[src/rssae_regs.vh]
// register offsets, field positions and reset values of the receive status sampler
`ifndef RSSAE_REGS_VH
`define RSSAE_REGS_VH

// register byte offsets
`define RSSAE_CTRL_OFS        5'h00
`define RSSAE_ECHO_EN_OFS     5'h04
`define RSSAE_STATUS_OFS      5'h08
`define RSSAE_IRQ_STAT_OFS    5'h0C
`define RSSAE_IRQ_MASK_OFS    5'h10
`define RSSAE_DA_OFS          5'h14

// address decode width
`define RSSAE_ADDR_W          5

// control register fields
`define RSSAE_CTRL_ECHO_MASTER 0

// status register fields (sampled flops)
`define RSSAE_ST_OVERRUN      0
`define RSSAE_ST_ECHO_OFF     1
`define RSSAE_ST_TX_RUN       2
`define RSSAE_ST_TX_FULL      3
`define RSSAE_ST_BUS_REQ      4
`define RSSAE_ST_FRAMING      5

// interrupt status / mask fields
`define RSSAE_IRQ_OVERRUN     0
`define RSSAE_IRQ_FRAMING     1
`define RSSAE_IRQ_ECHO_DONE   2
`define RSSAE_IRQ_ECHO_ABORT  3
`define RSSAE_IRQ_W           4

// reset values
`define RSSAE_CTRL_RST        1'h1
`define RSSAE_ECHO_EN_RST     16'h0000
`define RSSAE_IRQ_MASK_RST    4'h0

// bus responses
`define RSSAE_RESP_OKAY       2'h0
`define RSSAE_RESP_DECERR     2'h3

// line counts
`define RSSAE_LINES           16
`define RSSAE_LINES_PER_CARD  8

`endif

[src/rssae_sampler.v]
// receive status sampler and auto-echo qualifier with an axi4-lite register slave
`timescale 1ns/100ps
`default_nettype none
`include "rssae_regs.vh"

// Behaviour
// a line flags overrun when a character arrives while data-available is still set
// each card selects its line's overrun by scan index; both cards are ORed
// sample pulse sets the overrun flop on overrun, clears it otherwise
// per-line echo enable (parameter bit 15) is selected by the receive scan index
// echo flop stored inverted: set when echo disabled, cleared when enabled
// transmitter scanner flop set while that scanner runs, cleared when stopped
// holding-empty flags muxed by scan index; flop set when full, cleared when empty
// bus request flop set while a memory transfer is requested or in progress
// a line flags framing error when its character lacks a valid stop bit
// card framing errors ORed; sample sets the framing flop on error, else clears
// echoed characters are retransmitted on their own line and still stored in silo
// on echo lines, framing and overrun flags are stored with the character
// echo needs no bus request, a running transmitter scanner and holding-register room
// echo is blocked during memory transfers since transmit data lines are shared
// echo qualifies on echo flop clear, bus clear, scanner set, holding clear
// status is captured by the first sequencer pulse, before decide-next
// on echo grant the transmit line select follows the receive scan index
// echo enabled but unqualified aborts next clock, ending sequence, restarting scanner
// the six status flops hold their values between sample pulses
module rssae_sampler (
   // clock and reset
   input  wire        clk_i,
   input  wire        sys_rst_i,
   // axi4-lite write address
   input  wire        s_axi_awvalid_i,
   output reg         s_axi_awready_o,
   input  wire [31:0] s_axi_awaddr_i,
   input  wire [2:0]  s_axi_awprot_i,
   // axi4-lite write data
   input  wire        s_axi_wvalid_i,
   output reg         s_axi_wready_o,
   input  wire [31:0] s_axi_wdata_i,
   input  wire [3:0]  s_axi_wstrb_i,
   // axi4-lite write response
   output reg         s_axi_bvalid_o,
   input  wire        s_axi_bready_i,
   output reg  [1:0]  s_axi_bresp_o,
   // axi4-lite read address
   input  wire        s_axi_arvalid_i,
   output reg         s_axi_arready_o,
   input  wire [31:0] s_axi_araddr_i,
   input  wire [2:0]  s_axi_arprot_i,
   // axi4-lite read data
   output reg         s_axi_rvalid_o,
   input  wire        s_axi_rready_i,
   output reg  [31:0] s_axi_rdata_o,
   output reg  [1:0]  s_axi_rresp_o,
   // per-line receivers and transmitters
   input  wire [15:0] rx_char_arrive_i,
   input  wire [15:0] rx_stop_bit_ok_i,
   input  wire [15:0] tx_holding_empty_i,
   output reg  [15:0] line_data_available_o,
   // scanners and sequencer
   input  wire [3:0]  receive_scan_index_i,
   input  wire [3:0]  tx_scan_index_i,
   input  wire        tx_scanner_running_i,
   input  wire        direct_memory_transfer_i,
   input  wire        sample_status_i,
   input  wire        decide_next_step_i,
   // echo and silo control
   output reg         echo_go_o,
   output reg         echo_abort_o,
   output reg         restart_scan_o,
   output reg  [3:0]  tx_line_select_o,
   output reg         silo_load_o,
   output reg         silo_overrun_o,
   output reg         silo_framing_o,
   // interrupt
   output reg         irq_o
);

   // per-line receiver flags
   reg  [15:0] line_overrun;
   reg  [15:0] line_framing_error;

   // sampled status flops
   reg         st_overrun;
   reg         st_echo_off;
   reg         st_tx_run;
   reg         st_tx_full;
   reg         st_bus_req;
   reg         st_framing;

   // software registers
   reg         ctrl_echo_master;
   reg  [15:0] line_echo_enable;
   reg  [3:0]  irq_stat;
   reg  [3:0]  irq_mask;

   // bus slave state
   reg         aw_held;
   reg         w_held;
   reg  [4:0]  aw_addr;
   reg  [31:0] w_data;
   reg  [3:0]  w_strb;

   wire        wr_fire;
   wire        rd_take;
   wire [4:0]  rd_addr;
   reg  [31:0] next_rdata;
   reg  [1:0]  next_rresp;

   // card selection
   wire [2:0]  card_index;
   wire        card1_sel;
   wire        card0_overrun;
   wire        card1_overrun;
   wire        card0_framing;
   wire        card1_framing;
   wire        selected_overrun;
   wire        selected_framing_error;
   wire        selected_echo_enable;
   wire        selected_tx_full;

   // decision terms
   wire        echo_conditions_ok;
   wire        echo_grant;
   wire        echo_deny;
   wire [3:0]  irq_events;
   wire [3:0]  irq_clear;
   wire        da_clear;
   wire [15:0] scan_sel;

   assign card_index = receive_scan_index_i[2:0];
   assign card1_sel  = receive_scan_index_i[3];
   assign scan_sel   = 16'h0001 << receive_scan_index_i;

   // clearing data-available of the serviced line
   assign da_clear = decide_next_step_i & ~echo_deny;

   // per-line overrun, framing and data-available flags
   genvar gi;
   generate
      for (gi = 0; gi < `RSSAE_LINES; gi = gi + 1) begin : g_line
         always @(posedge clk_i) begin
            if (sys_rst_i) begin
               line_overrun[gi]          <= 1'b0;
               line_framing_error[gi]    <= 1'b0;
               line_data_available_o[gi] <= 1'b0;
            end else if (rx_char_arrive_i[gi]) begin
               // arrival wins over a same-cycle clear of data-available
               line_overrun[gi]          <= line_data_available_o[gi];
               line_framing_error[gi]    <= ~rx_stop_bit_ok_i[gi];
               line_data_available_o[gi] <= 1'b1;
            end else if (da_clear && scan_sel[gi]) begin
               line_data_available_o[gi] <= 1'b0;
            end
         end
      end
   endgenerate

   // card-level selectors ORed together
   assign card0_overrun = line_overrun[{1'b0, card_index}] & ~card1_sel;
   assign card1_overrun = line_overrun[{1'b1, card_index}] & card1_sel;
   assign selected_overrun = card0_overrun | card1_overrun;
   assign card0_framing = line_framing_error[{1'b0, card_index}] & ~card1_sel;
   assign card1_framing = line_framing_error[{1'b1, card_index}] & card1_sel;
   assign selected_framing_error = card0_framing | card1_framing;

   // 16-way selectors
   assign selected_echo_enable = line_echo_enable[receive_scan_index_i] & ctrl_echo_master;
   assign selected_tx_full     = ~tx_holding_empty_i[receive_scan_index_i];

   // status sampling on the sequencer's first pulse
   always @(posedge clk_i) begin
      if (sys_rst_i) begin
         st_overrun  <= 1'b0;
         st_echo_off <= 1'b1;
         st_tx_run   <= 1'b0;
         st_tx_full  <= 1'b0;
         st_bus_req  <= 1'b0;
         st_framing  <= 1'b0;
      end else if (sample_status_i) begin
         st_overrun  <= selected_overrun;
         st_echo_off <= ~selected_echo_enable;
         st_tx_run   <= tx_scanner_running_i;
         st_tx_full  <= selected_tx_full;
         st_bus_req  <= direct_memory_transfer_i;
         st_framing  <= selected_framing_error;
      end
   end

   // echo qualification from the sampled flops
   assign echo_conditions_ok = ~st_bus_req & st_tx_run & ~st_tx_full;
   assign echo_grant = decide_next_step_i & ~st_echo_off & echo_conditions_ok;
   assign echo_deny  = decide_next_step_i & ~st_echo_off & ~echo_conditions_ok;

   // sequencer-facing outputs, one clock after decide-next
   always @(posedge clk_i) begin
      if (sys_rst_i) begin
         echo_go_o        <= 1'b0;
         echo_abort_o     <= 1'b0;
         restart_scan_o   <= 1'b0;
         silo_load_o      <= 1'b0;
         silo_overrun_o   <= 1'b0;
         silo_framing_o   <= 1'b0;
         tx_line_select_o <= 4'h0;
      end else begin
         echo_go_o      <= echo_grant;
         echo_abort_o   <= echo_deny;
         restart_scan_o <= decide_next_step_i;
         silo_load_o    <= da_clear;
         if (da_clear) begin
            silo_overrun_o <= st_overrun;
            silo_framing_o <= st_framing;
         end
         if (echo_grant) begin
            tx_line_select_o <= receive_scan_index_i;
         end else begin
            tx_line_select_o <= tx_scan_index_i;
         end
      end
   end

   // sticky interrupt events, set wins over write-one-to-clear
   assign irq_events = {echo_deny,
                        echo_grant,
                        sample_status_i & selected_framing_error,
                        sample_status_i & selected_overrun};

   assign irq_clear = (wr_fire && aw_addr == `RSSAE_IRQ_STAT_OFS && w_strb[0]) ?
                      w_data[`RSSAE_IRQ_W-1:0] : 4'h0;

   always @(posedge clk_i) begin
      if (sys_rst_i) begin
         irq_stat <= 4'h0;
         irq_o    <= 1'b0;
      end else begin
         irq_stat <= (irq_stat & ~irq_clear) | irq_events;
         irq_o    <= |(irq_stat & irq_mask);
      end
   end

   // write-side register updates
   assign wr_fire = aw_held & w_held & ~s_axi_bvalid_o;

   always @(posedge clk_i) begin
      if (sys_rst_i) begin
         ctrl_echo_master <= `RSSAE_CTRL_RST;
         line_echo_enable <= `RSSAE_ECHO_EN_RST;
         irq_mask         <= `RSSAE_IRQ_MASK_RST;
      end else if (wr_fire) begin
         case (aw_addr)
            `RSSAE_CTRL_OFS: begin
               if (w_strb[0]) begin
                  ctrl_echo_master <= w_data[`RSSAE_CTRL_ECHO_MASTER];
               end
            end
            `RSSAE_ECHO_EN_OFS: begin
               if (w_strb[0]) begin
                  line_echo_enable[7:0] <= w_data[7:0];
               end
               if (w_strb[1]) begin
                  line_echo_enable[15:8] <= w_data[15:8];
               end
            end
            `RSSAE_IRQ_MASK_OFS: begin
               if (w_strb[0]) begin
                  irq_mask <= w_data[`RSSAE_IRQ_W-1:0];
               end
            end
            default: begin
            end
         endcase
      end
   end

   // write address, data and response channels
   always @(posedge clk_i) begin
      if (sys_rst_i) begin
         s_axi_awready_o <= 1'b1;
         s_axi_wready_o  <= 1'b1;
         s_axi_bvalid_o  <= 1'b0;
         s_axi_bresp_o   <= `RSSAE_RESP_OKAY;
         aw_held         <= 1'b0;
         w_held          <= 1'b0;
         aw_addr         <= 5'h00;
         w_data          <= 32'h00000000;
         w_strb          <= 4'h0;
      end else begin
         if (s_axi_awready_o && s_axi_awvalid_i) begin
            aw_addr         <= s_axi_awaddr_i[`RSSAE_ADDR_W-1:0];
            aw_held         <= 1'b1;
            s_axi_awready_o <= 1'b0;
            if (s_axi_awaddr_i[31:`RSSAE_ADDR_W] != 27'h0000000) begin
               aw_addr <= 5'h1F;
            end
         end
         if (s_axi_wready_o && s_axi_wvalid_i) begin
            w_data         <= s_axi_wdata_i;
            w_strb         <= s_axi_wstrb_i;
            w_held         <= 1'b1;
            s_axi_wready_o <= 1'b0;
         end
         if (wr_fire) begin
            aw_held        <= 1'b0;
            w_held         <= 1'b0;
            s_axi_bvalid_o <= 1'b1;
            case (aw_addr)
               `RSSAE_CTRL_OFS, `RSSAE_ECHO_EN_OFS, `RSSAE_STATUS_OFS,
               `RSSAE_IRQ_STAT_OFS, `RSSAE_IRQ_MASK_OFS, `RSSAE_DA_OFS: begin
                  s_axi_bresp_o <= `RSSAE_RESP_OKAY;
               end
               default: begin
                  s_axi_bresp_o <= `RSSAE_RESP_DECERR;
               end
            endcase
         end
         if (s_axi_bvalid_o && s_axi_bready_i) begin
            s_axi_bvalid_o  <= 1'b0;
            s_axi_awready_o <= 1'b1;
            s_axi_wready_o  <= 1'b1;
         end
      end
   end

   // read data selection
   assign rd_take = s_axi_arready_o & s_axi_arvalid_i;
   assign rd_addr = s_axi_araddr_i[`RSSAE_ADDR_W-1:0];

   always @* begin
      next_rdata = 32'h00000000;
      next_rresp = `RSSAE_RESP_OKAY;
      if (s_axi_araddr_i[31:`RSSAE_ADDR_W] != 27'h0000000) begin
         next_rresp = `RSSAE_RESP_DECERR;
      end else begin
         case (rd_addr)
            `RSSAE_CTRL_OFS: begin
               next_rdata[`RSSAE_CTRL_ECHO_MASTER] = ctrl_echo_master;
            end
            `RSSAE_ECHO_EN_OFS: begin
               next_rdata[15:0] = line_echo_enable;
            end
            `RSSAE_STATUS_OFS: begin
               next_rdata[`RSSAE_ST_OVERRUN]  = st_overrun;
               next_rdata[`RSSAE_ST_ECHO_OFF] = st_echo_off;
               next_rdata[`RSSAE_ST_TX_RUN]   = st_tx_run;
               next_rdata[`RSSAE_ST_TX_FULL]  = st_tx_full;
               next_rdata[`RSSAE_ST_BUS_REQ]  = st_bus_req;
               next_rdata[`RSSAE_ST_FRAMING]  = st_framing;
            end
            `RSSAE_IRQ_STAT_OFS: begin
               next_rdata[`RSSAE_IRQ_W-1:0] = irq_stat;
            end
            `RSSAE_IRQ_MASK_OFS: begin
               next_rdata[`RSSAE_IRQ_W-1:0] = irq_mask;
            end
            `RSSAE_DA_OFS: begin
               next_rdata[15:0] = line_data_available_o;
            end
            default: begin
               next_rresp = `RSSAE_RESP_DECERR;
            end
         endcase
      end
   end

   // read address and data channels
   always @(posedge clk_i) begin
      if (sys_rst_i) begin
         s_axi_arready_o <= 1'b1;
         s_axi_rvalid_o  <= 1'b0;
         s_axi_rdata_o   <= 32'h00000000;
         s_axi_rresp_o   <= `RSSAE_RESP_OKAY;
      end else begin
         if (rd_take) begin
            s_axi_arready_o <= 1'b0;
            s_axi_rvalid_o  <= 1'b1;
            s_axi_rdata_o   <= next_rdata;
            s_axi_rresp_o   <= next_rresp;
         end
         if (s_axi_rvalid_o && s_axi_rready_i) begin
            s_axi_rvalid_o  <= 1'b0;
            s_axi_arready_o <= 1'b1;
         end
      end
   end

endmodule // rssae_sampler
`default_nettype wire

[config.mk]
export PLATFORM = sky130hd
export DESIGN_NAME = rssae_sampler
export DESIGN_NICKNAME = d
export VERILOG_FILES = /design/src/rssae_sampler.v
export VERILOG_INCLUDE_DIRS = /design/src
export SDC_FILE = /design/constraint.sdc
export NUM_CORES = 1
export LEC_CHECK = 0
export ABC_AREA = 1
export BUFFER_PORTS_ARGS = -buffer_cell sky130_fd_sc_hd__buf_2
export CORE_ASPECT_RATIO = 1.2
export CORE_MARGIN = 3
export CORE_UTILIZATION = 44
export CTS_BUF_LIST = sky130_fd_sc_hd__clkbuf_16
export CTS_CLUSTER_SIZE = 12
export DETAILED_ROUTE_END_ITERATION = 6
export MAX_ROUTING_LAYER = met4
export PLACE_DENSITY_LB_ADDON = 0.15
export SYNTH_ARGS = -nofsm -noshare
export SYNTH_HDL_FRONTEND = slang
export SYNTH_SLANG_ARGS = --single-unit
export TNS_END_PERCENT = 100
[constraint.sdc]
create_clock -name clk_i -period 1.35 [get_ports clk_i]
set_input_delay 0.27 -clock clk_i [delete_from_list [all_inputs] [get_ports clk_i]]
set_output_delay 0.27 -clock clk_i [all_outputs]
set_load 0.03 [all_outputs]
==> summary.md, run 1 <==
| Metric | Value |
|---|---|
| Status | complete, no violations |
| Unique masters post-synth | 35 |
| Critical Path RT | 1.08 ns |
| CP cell instances | buf_4 |
| R2R Path End | line_data_available_o[6]$_SDFFE_PP0P_ |
| Fin Clk Skew | 0.0108 ns |
| Crit path launch type | flop |
| Num CTS Buffers | 17 |
| Std-Cell Rows | 47 |
| WP depth | 1 |
| Worst reg-to-reg path cell count | 7 |
| Most frequent cell after synthesis | nand2_1 |
| Final Setup Violations | 0 |
| Top cells by count, synth | nand2_1, nor2_1, dfxtp_1, o21ai_0, a21oi_1 |
| Internal power | 7390 uW |
| Asr flop ratio synth | 0% |
| CP Buf/Inv Count | 1 |
| Total power | slightly above 10000 uW |
| Crit path max-delay family | flip-flops |
| Most used routing layer | met2 |
| Area leader, netlist | dfxtp_1 |
| Critical path class | flop to primary output |
| Drt total wl | 19.1 mm |
| Met1 GRT Util | 31.7% |
| Drt pass-1 iters | 5 |
| Multi-input logic area | 0.00308 sq mm |
| Grt ovf | 0 |
| Share of layout cells above drive strength 1 | 29.9% |
| Die area | about 0.016 sq mm |
| FILL cells | around 1400 |
| CP max-delay cell | dfxtp_1 |
| Post-Syn Area | 0.00623 sq mm |
| Register area share after synthesis | around 44% |
| Fin. max-slew vios | 0 |
| Unrepaired setup endpoints after global routing | true |
| Register area | about 0.0028 sq mm |
| Max IR drop VDD | around 1000 uV |
| Seq pwr share | 43.3% |
| Port buffer count | 200 |
| Hold slack final | 0.0124 ns |
| Clock network power share | 42.4% |
| Setup crit end kind | primary output |
| Critical path arrival | 1.06 ns |
| ANT cells | 0 |
| Clk buf depth | 2 |
| Starting density of the core | a little under half |
| H-tree lvl count | 4 |
| Final Hold Vio Count | 0 |
| DRC violations left | 0 |
| ANT nets after route | 0 |
| Lkg Pwr | 0.00402 uW |
| Comb power frac | 14.3% |
| Fmax | 0.753 GHz |
| Die Height | 136 microns |
| GR Util All Layers | 25.1% |
| Net Switching | 2880 uW |
| Count of mapped cells out of synthesis | between 900 and 1000 |
| DP HPWL | 14.6 mm |
| Routing usage on met3 | 4.59% |
| Maximum capacitance violations | 0 |
| Via total after detailed routing | 6688 |
| Core footprint | about 0.014 sq mm |
| Tcrit/Tclk final | 98.3% |
| GPL Wtd Cong | 0.905 |
| Post-synthesis register bit count | between 100 and 150 |
| TritonCTS clock tree | done |
| Area share of the largest cell type after synthesis | 44.3% |
| CTS Root Cell | clkbuf_16 |
| Syn. warnings | 0 |
| Nets | 1326 |
| GRT met2 Usage | between 30% and 40% |
| Critical R2R Launch | st_bus_req$_SDFFE_PP0P_ |
| Area Overhead vs Synth | 37.0% |
| Pin count of the biggest net entering global routing | 47 |
| Hold Path Class | input pin to flop |
| Vias per Instance | 5.00 |
| DR WL/cell | 14.3 microns |
| Worst setup margin | 0.0225 ns |
| Vias in the first global route | between 6000 and 7000 |
| Avg Cell Area, Syn | 6.88 sq um |
| CP Max Fanout | 4 |
| Clk sinks | around 140 |
| Hold path depth | 2 |
| Pwr per Cell Area | 1200 mW/mm^2 |
| Post-synth EDFFs | 0 |
| Synth area leaders | dfxtp_1, nand2_1, nor2_1, o21ai_0, a21oi_1 |
| Post-place setup slack | -0.256 ns |
| Clk_lat worst skew | around 0.43 ns |
| Initial antenna violation count | 0 |
| Reg2Reg Setup Slack | around 0.050 ns |
| Crit path time final | 1.33 ns |
| Ports | 241 |
| Top FF cell, synth | dfxtp_1 |
| Worst Hold Path EP | line_framing_error[0]$_SDFFE_PP0P_ |
| Worst-path clk slew | 0.06 ns |
| Sw Share | approximately 28% |
| Hold_sp | rx_stop_bit_ok_i[0] |
| First DRT Iteration DRCs | roughly 450 |
| DIE WIDTH | 115 microns |
| Max stage delay on crit path | 0.43 ns |
| First-pass GRT wire length | 29.8 mm |
==> stage by stage <==
| step | instance area (sq um) | util [%] | setup TNS [ns] | cells |
|---|---|---|---|---|
| after global routing | 8540 | 61.8 | -0.196 | 1337 |
| after global placement | 7780 | 56.3 | -5.18 | 1300 |
| after detailed placement | 7780 | 56.3 | -5.71 | 1300 |
| after floorplan | 6290 | - | 0 | 921 |
| final | 8540 | 61.8 | 0 | 1337 |
| after CTS | 8420 | 60.9 | 0 | 1337 |
==> cells in the final DEF, fill, tap and decap left out, types with 3 or more instances in the layout <==
master         instances
a21oi_1               91
a21oi_2                3
buf_12                 9
buf_2                194
buf_4                 51
buf_6                  4
clkbuf_16             17
clkinv_2               3
clkinvlp_4             4
conb_1                16
dfxtp_1              132
dfxtp_2                6
dlygate4sd3_1          4
inv_1                 69
inv_2                 11
inv_6                  3
nand2_1              185
nand2_2                4
nand3_1               33
nand3_4                3
nand4_1               12
nor2_1               150
nor2_2                 3
nor2_4                 7
nor3_1                 7
nor3_2                 3
nor4_1                 3
o21ai_0               88
o21ai_1                9
o21ai_2               13
o22ai_1                7
==> cell families after synthesis <==
group,count (synthesis),share of synthesized area (%)
simple gates,419,28.2
compound gates,218,18.1
flops,138,44.3
buf+inv,130,9.30
other cells,1,0.0602
==> registers in the layout, indices dropped and copies added (netlist names), 2 cells and up <==
name and cells:
line_overrun 16, aw_addr 5, line_framing_error 16, w_data 16, line_echo_enable 16, irq_mask 4
irq_stat 4, w_strb 2, line_data_available_o 16, s_axi_rdata_o 16, tx_line_select_o 4
==> how the worst max path moves through the flow <==
stage	startpoint	endpoint	slack [ns]
global route	s_axi_bvalid_o$_SDFFE_PP0N_	irq_stat[3]$_SDFF_PP0_	-0.04
global placement	st_bus_req$_SDFFE_PP0P_	line_data_available_o[6]$_SDFFE_PP0P_	-0.25
detailed placement	st_bus_req$_SDFFE_PP0P_	line_data_available_o[11]$_SDFFE_PP0P_	-0.26
floorplan	s_axi_arready_o$_SDFFE_PP1P_	s_axi_rdata_o[14]$_SDFFE_PP0P_	0.02
finish	line_data_available_o[6]$_SDFFE_PP0P_	line_data_available_o[6]	0.02
CTS	aw_addr[2]$_SDFFE_PP0P_	line_echo_enable[7]$_SDFFE_PP0P_	0.002
==> cell type report <==
| class | count | area share, % |
|---|---|---|
| repair buffers | 263 | 19.0 |
| clock buffers | 17 | 4.98 |
| inverters | 80 | 3.55 |
| well taps | 171 | 2.51 |
| multi-input cells | 653 | 36.0 |
| clock inverters | 15 | 1.48 |
| flip-flops and latches | 138 | 32.4 |
==> power groups by stage <==
| stage | logic [uW] | clock network [uW] | registers, uW |
|---|---|---|---|
| 2_1_floorplan | 688 | 0 | 4610 |
| 3_3_place_gp | 1380 | 0 | 4510 |
| 3_5_place_dp | 1400 | 0 | 4520 |
| 4_1_cts | 1430 | 4420 | 4430 |
| 5_1_grt | 1620 | 4630 | 4470 |
| 6_report | 1460 | 4360 | 4450 |
==> metal layers <==
metal,share of wire (%),up-vias
li1,-,3434
met4,2.4,0
met5,0,-
met3,6.8,33
met1,43,2992
met2,48,229
==> what timing repair did <==
item,4_1_cts,5_1_grt
hold buffers,4,0
gates resized for setup,23,46
buffers inserted,1,0
cloned,0,0
pin swaps,2,10
hold endpoints to repair,4,0
setup endpoints to repair,25,45
Power figures use the tool's default switching activity.
==> inputs of run 2 (changes only) <==
--- a/config.mk
+++ b/config.mk
@@ -16,6 +16,7 @@
 export DETAILED_ROUTE_END_ITERATION = 6
 export MAX_ROUTING_LAYER = met4
 export PLACE_DENSITY_LB_ADDON = 0.15
+export REMOVE_ABC_BUFFERS = 1
 export SYNTH_ARGS = -nofsm -noshare
 export SYNTH_HDL_FRONTEND = slang
 export SYNTH_SLANG_ARGS = --single-unit
==> summary.md, run 2 (synthesized netlist as in run 1, its figures left out) <==
| Metric | Value |
|---|---|
| Drt pass-1 iters | 5 |
| Finished Core Util | 59.4% |
| Status | complete, no violations |
| Post-place setup slack | -0.143 ns |
| ANT cells | 0 |
| Maximum capacitance violations | 0 |
| Register area | 0.00277 sq mm |
| TritonCTS clock tree | done |
| CP max-delay cell | dfxtp_1 |
| Clk_lat worst skew | 0.42 ns |
| CP Max Fanout | 4 |
| Final Setup Violations | 0 |
| Slew HR | 65.2% |
| Initial antenna violation count | 0 |
| Setup total negative slack | 0 ns |
| Port buffer count | 200 |
| Ports | 241 |
| Pwr per Cell Area | about 1200 mW/mm^2 |
| Worst-path clk slew | 0.05 ns |
| DR WL/cell | roughly 14 microns |
| Critical path arrival | 1.05 ns |
| Pin count of the biggest net entering global routing | 66 |
| First DRT Iteration DRCs | 334 |
| Die Height | ~140 microns |
| Commonest non-fill, non-tap cell in the layout | buf_2 |
| Vias in the first global route | around 6000 |
| Area Overhead vs Synth | 31.6% |
| Unrepaired setup endpoints after global routing | true |
| DP HPWL | approximately 14 mm |
| Fin. max-slew vios | 0 |
| Core footprint | approximately 0.014 sq mm |
| Clk buf depth | 2 |
| Hold Path Class | input pin to flop |
| FILL cells | around 1400 |
| Setup crit end kind | primary output |
| Die area | 0.0156 sq mm |
| CP Buf/Inv Count | 1 |
| DIE WIDTH | ~110 microns |
| Share of layout cells above drive strength 1 | 27.3% |
| Worst reg-to-reg path cell count | 7 |
| Commonest non-fill, non-tap cells in the layout | buf_2, nand2_1, nor2_1 |
| Tcrit/Tclk final | 97.7% |
| Max IR drop VDD | 917 uV |
| GR Util All Layers | ~24% |
| Starting density of the core | roughly 45% |
| CP cell instances | buf_2 |
| First-pass GRT wire length | 28.9 mm |
| Final Hold Vio Count | 0 |
| Clk sinks | 138 |
| Drt total wl | between 15 and 20 mm |
| Total power | 9660 uW |
| Crit path launch type | flop |
| Grt ovf | 0 |
| Via total after detailed routing | 6634 |
| Critical path class | flop to primary output |
| Worst-margin pin slew | 0.521 ns |
| Hold path depth | 2 |
| Nets | around 1300 |
| Fin Clk Skew | 0.0107 ns |
| Num CTS Buffers | 17 |
| GPL Wtd Cong | approximately 0.93 |
| Worst setup margin | ~0.03 ns |
| Fmax | ~0.76 GHz |
| DRC violations left | 0 |
| Crit path time final | 1.32 ns |
| Crit path max-delay family | flip-flops |
| Max stage delay on crit path | around 0.40 ns |
| H-tree lvl count | 4 |
| Critical Path RT | 1.08 ns |
| Vias per Instance | 5.02 |
| WP depth | 1 |
| ANT nets after route | 0 |
| Std-Cell Rows | 47 |
| Multi-input logic area | 0.00301 sq mm |
| Lkg Pwr | 0.00394 uW |
| CTS Root Cell | clkbuf_16 |
[run 2: power breakdown]
part           internal, uW  total (uW)  switching, uW
registers              4300        4430            132
logic                   518        1400            878
clock network          2240        3830           1600
[run 2: cell type report]
| class | instances | area share (%) |
|---|---|---|
| Tap cell | 171 | 2.61 |
| Clock inverter | 13 | 0.656 |
| Clock buffer | 17 | 5.19 |
| Inverter | 80 | 3.66 |
| Sequential cell | 138 | 33.7 |
| Timing Repair Buffer | 250 | 17.5 |
| Multi-Input combinational cell | 653 | 36.7 |
[run 2: timing repair]
action	4_1_cts	5_1_grt
pin swaps	0	5
endpoints found under the setup margin	5	48
buffers inserted	0	1
hold buffers	0	0
resized for setup	2	25
[run 2: stage by stage]
stage	std cells	hold WS, ns	area (sq um)
floorplan	871	0.332	6010
global placement	1291	0.447	7640
detailed placement	1291	0.449	7640
CTS	1321	0.00390	8130
global route	1322	0.0191	8200
finish	1322	0.0221	8200
[run 2: path summary, 6_finish.rpt]
| check | start | endpoint | slack, ns |
|---|---|---|---|
| max | line_data_available_o[0]$_SDFFE_PP0P_ | line_data_available_o[0] | 0.03 |
| min | rx_stop_bit_ok_i[13] | line_framing_error[13]$_SDFFE_PP0P_ | 0.02 |
| max reg2reg | st_tx_full$_SDFFE_PP0P_ | line_data_available_o[14]$_SDFFE_PP0P_ | 0.07 |
| min reg2reg | s_axi_rdata_o[15]$_SDFFE_PP0P_ | s_axi_rdata_o[15]$_SDFFE_PP0P_ | 0.46 |
[run 2: metal layers]
metal  vias to the layer above  track usage (%)  part of all wire (%)
li1                       3391                -                     -
met1                      2968             29.3                    42
met2                       240             39.8                    48
met3                        35             4.90                   7.1
met4                         0             9.04                   2.2
met5                         -                -                     0
==> inputs of run 3 (changes only) <==
==> constraint.sdc (replaced) <==
create_clock -name clk_i -period 1.35 [get_ports clk_i]
set_input_delay 0.27 -clock clk_i [delete_from_list [all_inputs] [get_ports clk_i]]
set_output_delay 0.27 -clock clk_i [all_outputs]
set_load 0.05 [all_outputs]
==> summary.md, run 3 (synthesized netlist as in run 1, its figures left out) <==
| Metric | Value |
|---|---|
| Tcrit/Tclk final | 98.2% |
| ANT nets after route | 0 |
| Fmax | 0.754 GHz |
| Slew HR | around 65% |
| GR Util All Layers | between 20% and 30% |
| Maximum capacitance violations | 0 |
| Max IR drop VDD | 915 uV |
| Crit path time final | 1.33 ns |
| Core footprint | ~0.014 sq mm |
| Ports | ~240 |
| Drt pass-1 iters | 5 |
| Final Hold Vio Count | 0 |
| Status | complete, no violations |
| CTS Root Cell | clkbuf_16 |
| Hold Buf Count CTS | 0 |
| Starting density of the core | 45.1% |
| ANT cells | 0 |
| Hold Path Class | input pin to flop |
| Post-route cell area | 0.00826 sq mm |
| Fin Clk Skew | 0.00684 ns |
| CP Buf/Inv Count | 1 |
| Critical path class | flop to primary output |
| Port buffer count | 200 |
| Nets | 1313 |
| Initial antenna violation count | 0 |
| DR WL/cell | 14.0 microns |
| Crit path launch type | flop |
| DP HPWL | between 10 and 15 mm |
| Clk buf depth | 2 |
| Worst-margin pin slew | 0.518 ns |
| Num CTS Buffers | 17 |
| Via total after detailed routing | 6625 |
| Share of layout cells above drive strength 1 | between 20% and 30% |
| Clk sinks | 138 |
| Setup crit end kind | primary output |
| TritonCTS clock tree | done |
| Setup total negative slack | 0 ns |
| Clk_lat worst skew | 0.42 ns |
| Grt ovf | 0 |
| Drt total wl | approximately 19 mm |
| GPL Wtd Cong | ~0.93 |
| CP Max Fanout | 3 |
| First DRT Iteration DRCs | between 300 and 400 |
| Crit path max-delay family | flip-flops |
| Std-Cell Rows | 47 |
| CP max-delay cell | dfxtp_1 |
| DIE WIDTH | 115 microns |
| Vias per Instance | 5.01 |
| Commonest non-fill, non-tap cell in the layout | nand2_1 |
| Placed Area | between 0.007 and 0.008 sq mm |
| FILL cells | 1354 |
| DRC violations left | 0 |
| Area Overhead vs Synth | 32.5% |
| First-pass GRT wire length | 28.9 mm |
| Pin count of the biggest net entering global routing | 66 |
| H-tree lvl count | 4 |
| Die Height | 136 microns |
| Final Setup Violations | 0 |
| Vias in the first global route | 6020 |
| Fin. max-slew vios | 0 |
| Critical path arrival | 1.06 ns |
| Worst-path clk slew | 0.05 ns |
| Lkg Pwr | 0.00395 uW |
| Max stage delay on crit path | about 0.36 ns |
| Commonest non-fill, non-tap cells in the layout | nand2_1, buf_2, nor2_1 |
| Die area | 0.0156 sq mm |
| Pwr per Cell Area | 1190 mW/mm^2 |
| Finished Core Util | 59.8% |
| CP cell instances | buf_2 |
| Critical Path RT | about 1.1 ns |
## run 3: timing repair
action,CTS,global route
setup endpoints to repair,14,57
gates resized for setup,11,36
pin swaps,0,5
buffers inserted,0,1
## run 3: worst paths after layout
| kind | startpoint | end | slack (ns) | depth (start not counted) |
|---|---|---|---|---|
| min | rx_stop_bit_ok_i[13] | line_framing_error[13]$_SDFFE_PP0P_ | 0.02 | 2 |
| max reg2reg | st_tx_full$_SDFFE_PP0P_ | line_data_available_o[14]$_SDFFE_PP0P_ | 0.07 | 7 |
| max | line_data_available_o[13]$_SDFFE_PP0P_ | line_data_available_o[13] | 0.02 | 1 |
| min reg2reg | s_axi_rdata_o[15]$_SDFFE_PP0P_ | s_axi_rdata_o[15]$_SDFFE_PP0P_ | 0.46 | 2 |
## run 3: final cells by class
type                       instances  area [sq um]  share of cell area (%)
clock buffer                      17           425                    5.15
multi-input combinational        653          3020                    36.5
inverter                          80           303                    3.67
clock inverter                    13          53.8                   0.651
tap                              171           214                    2.59
sequential                       138          2760                    33.5
timing repair buffer             250          1480                    18.0
## run 3: per-layer routing
layer / vias to the layer above / track usage [%] / part of all wire, %
met5: - / - / 0
met4: 0 / 9.04 / 2.3
met3: 33 / 4.90 / 6.5
met2: 242 / 39.8 / 48
met1: 2962 / 29.3 / 43
li1: 3388 / - / -
## run 3: through the flow
step	hold WS (ns)	setup slack (ns)	power, uW	cells
2_1_floorplan	0.332	-0.471	5340	871
3_3_place_gp	0.447	-0.137	6010	1291
3_5_place_dp	0.449	-0.143	6030	1291
4_1_cts	0.00390	0.000149	9870	1321
5_1_grt	0.0191	-0.00690	10200	1322
6_report	0.0190	0.0239	9840	1322
## run 3: report_power, final
part           switching (uW)  internal [uW]
Clock                    1610           2240
Sequential                136           4300
Combinational            1030            538
Total                    2770           7070
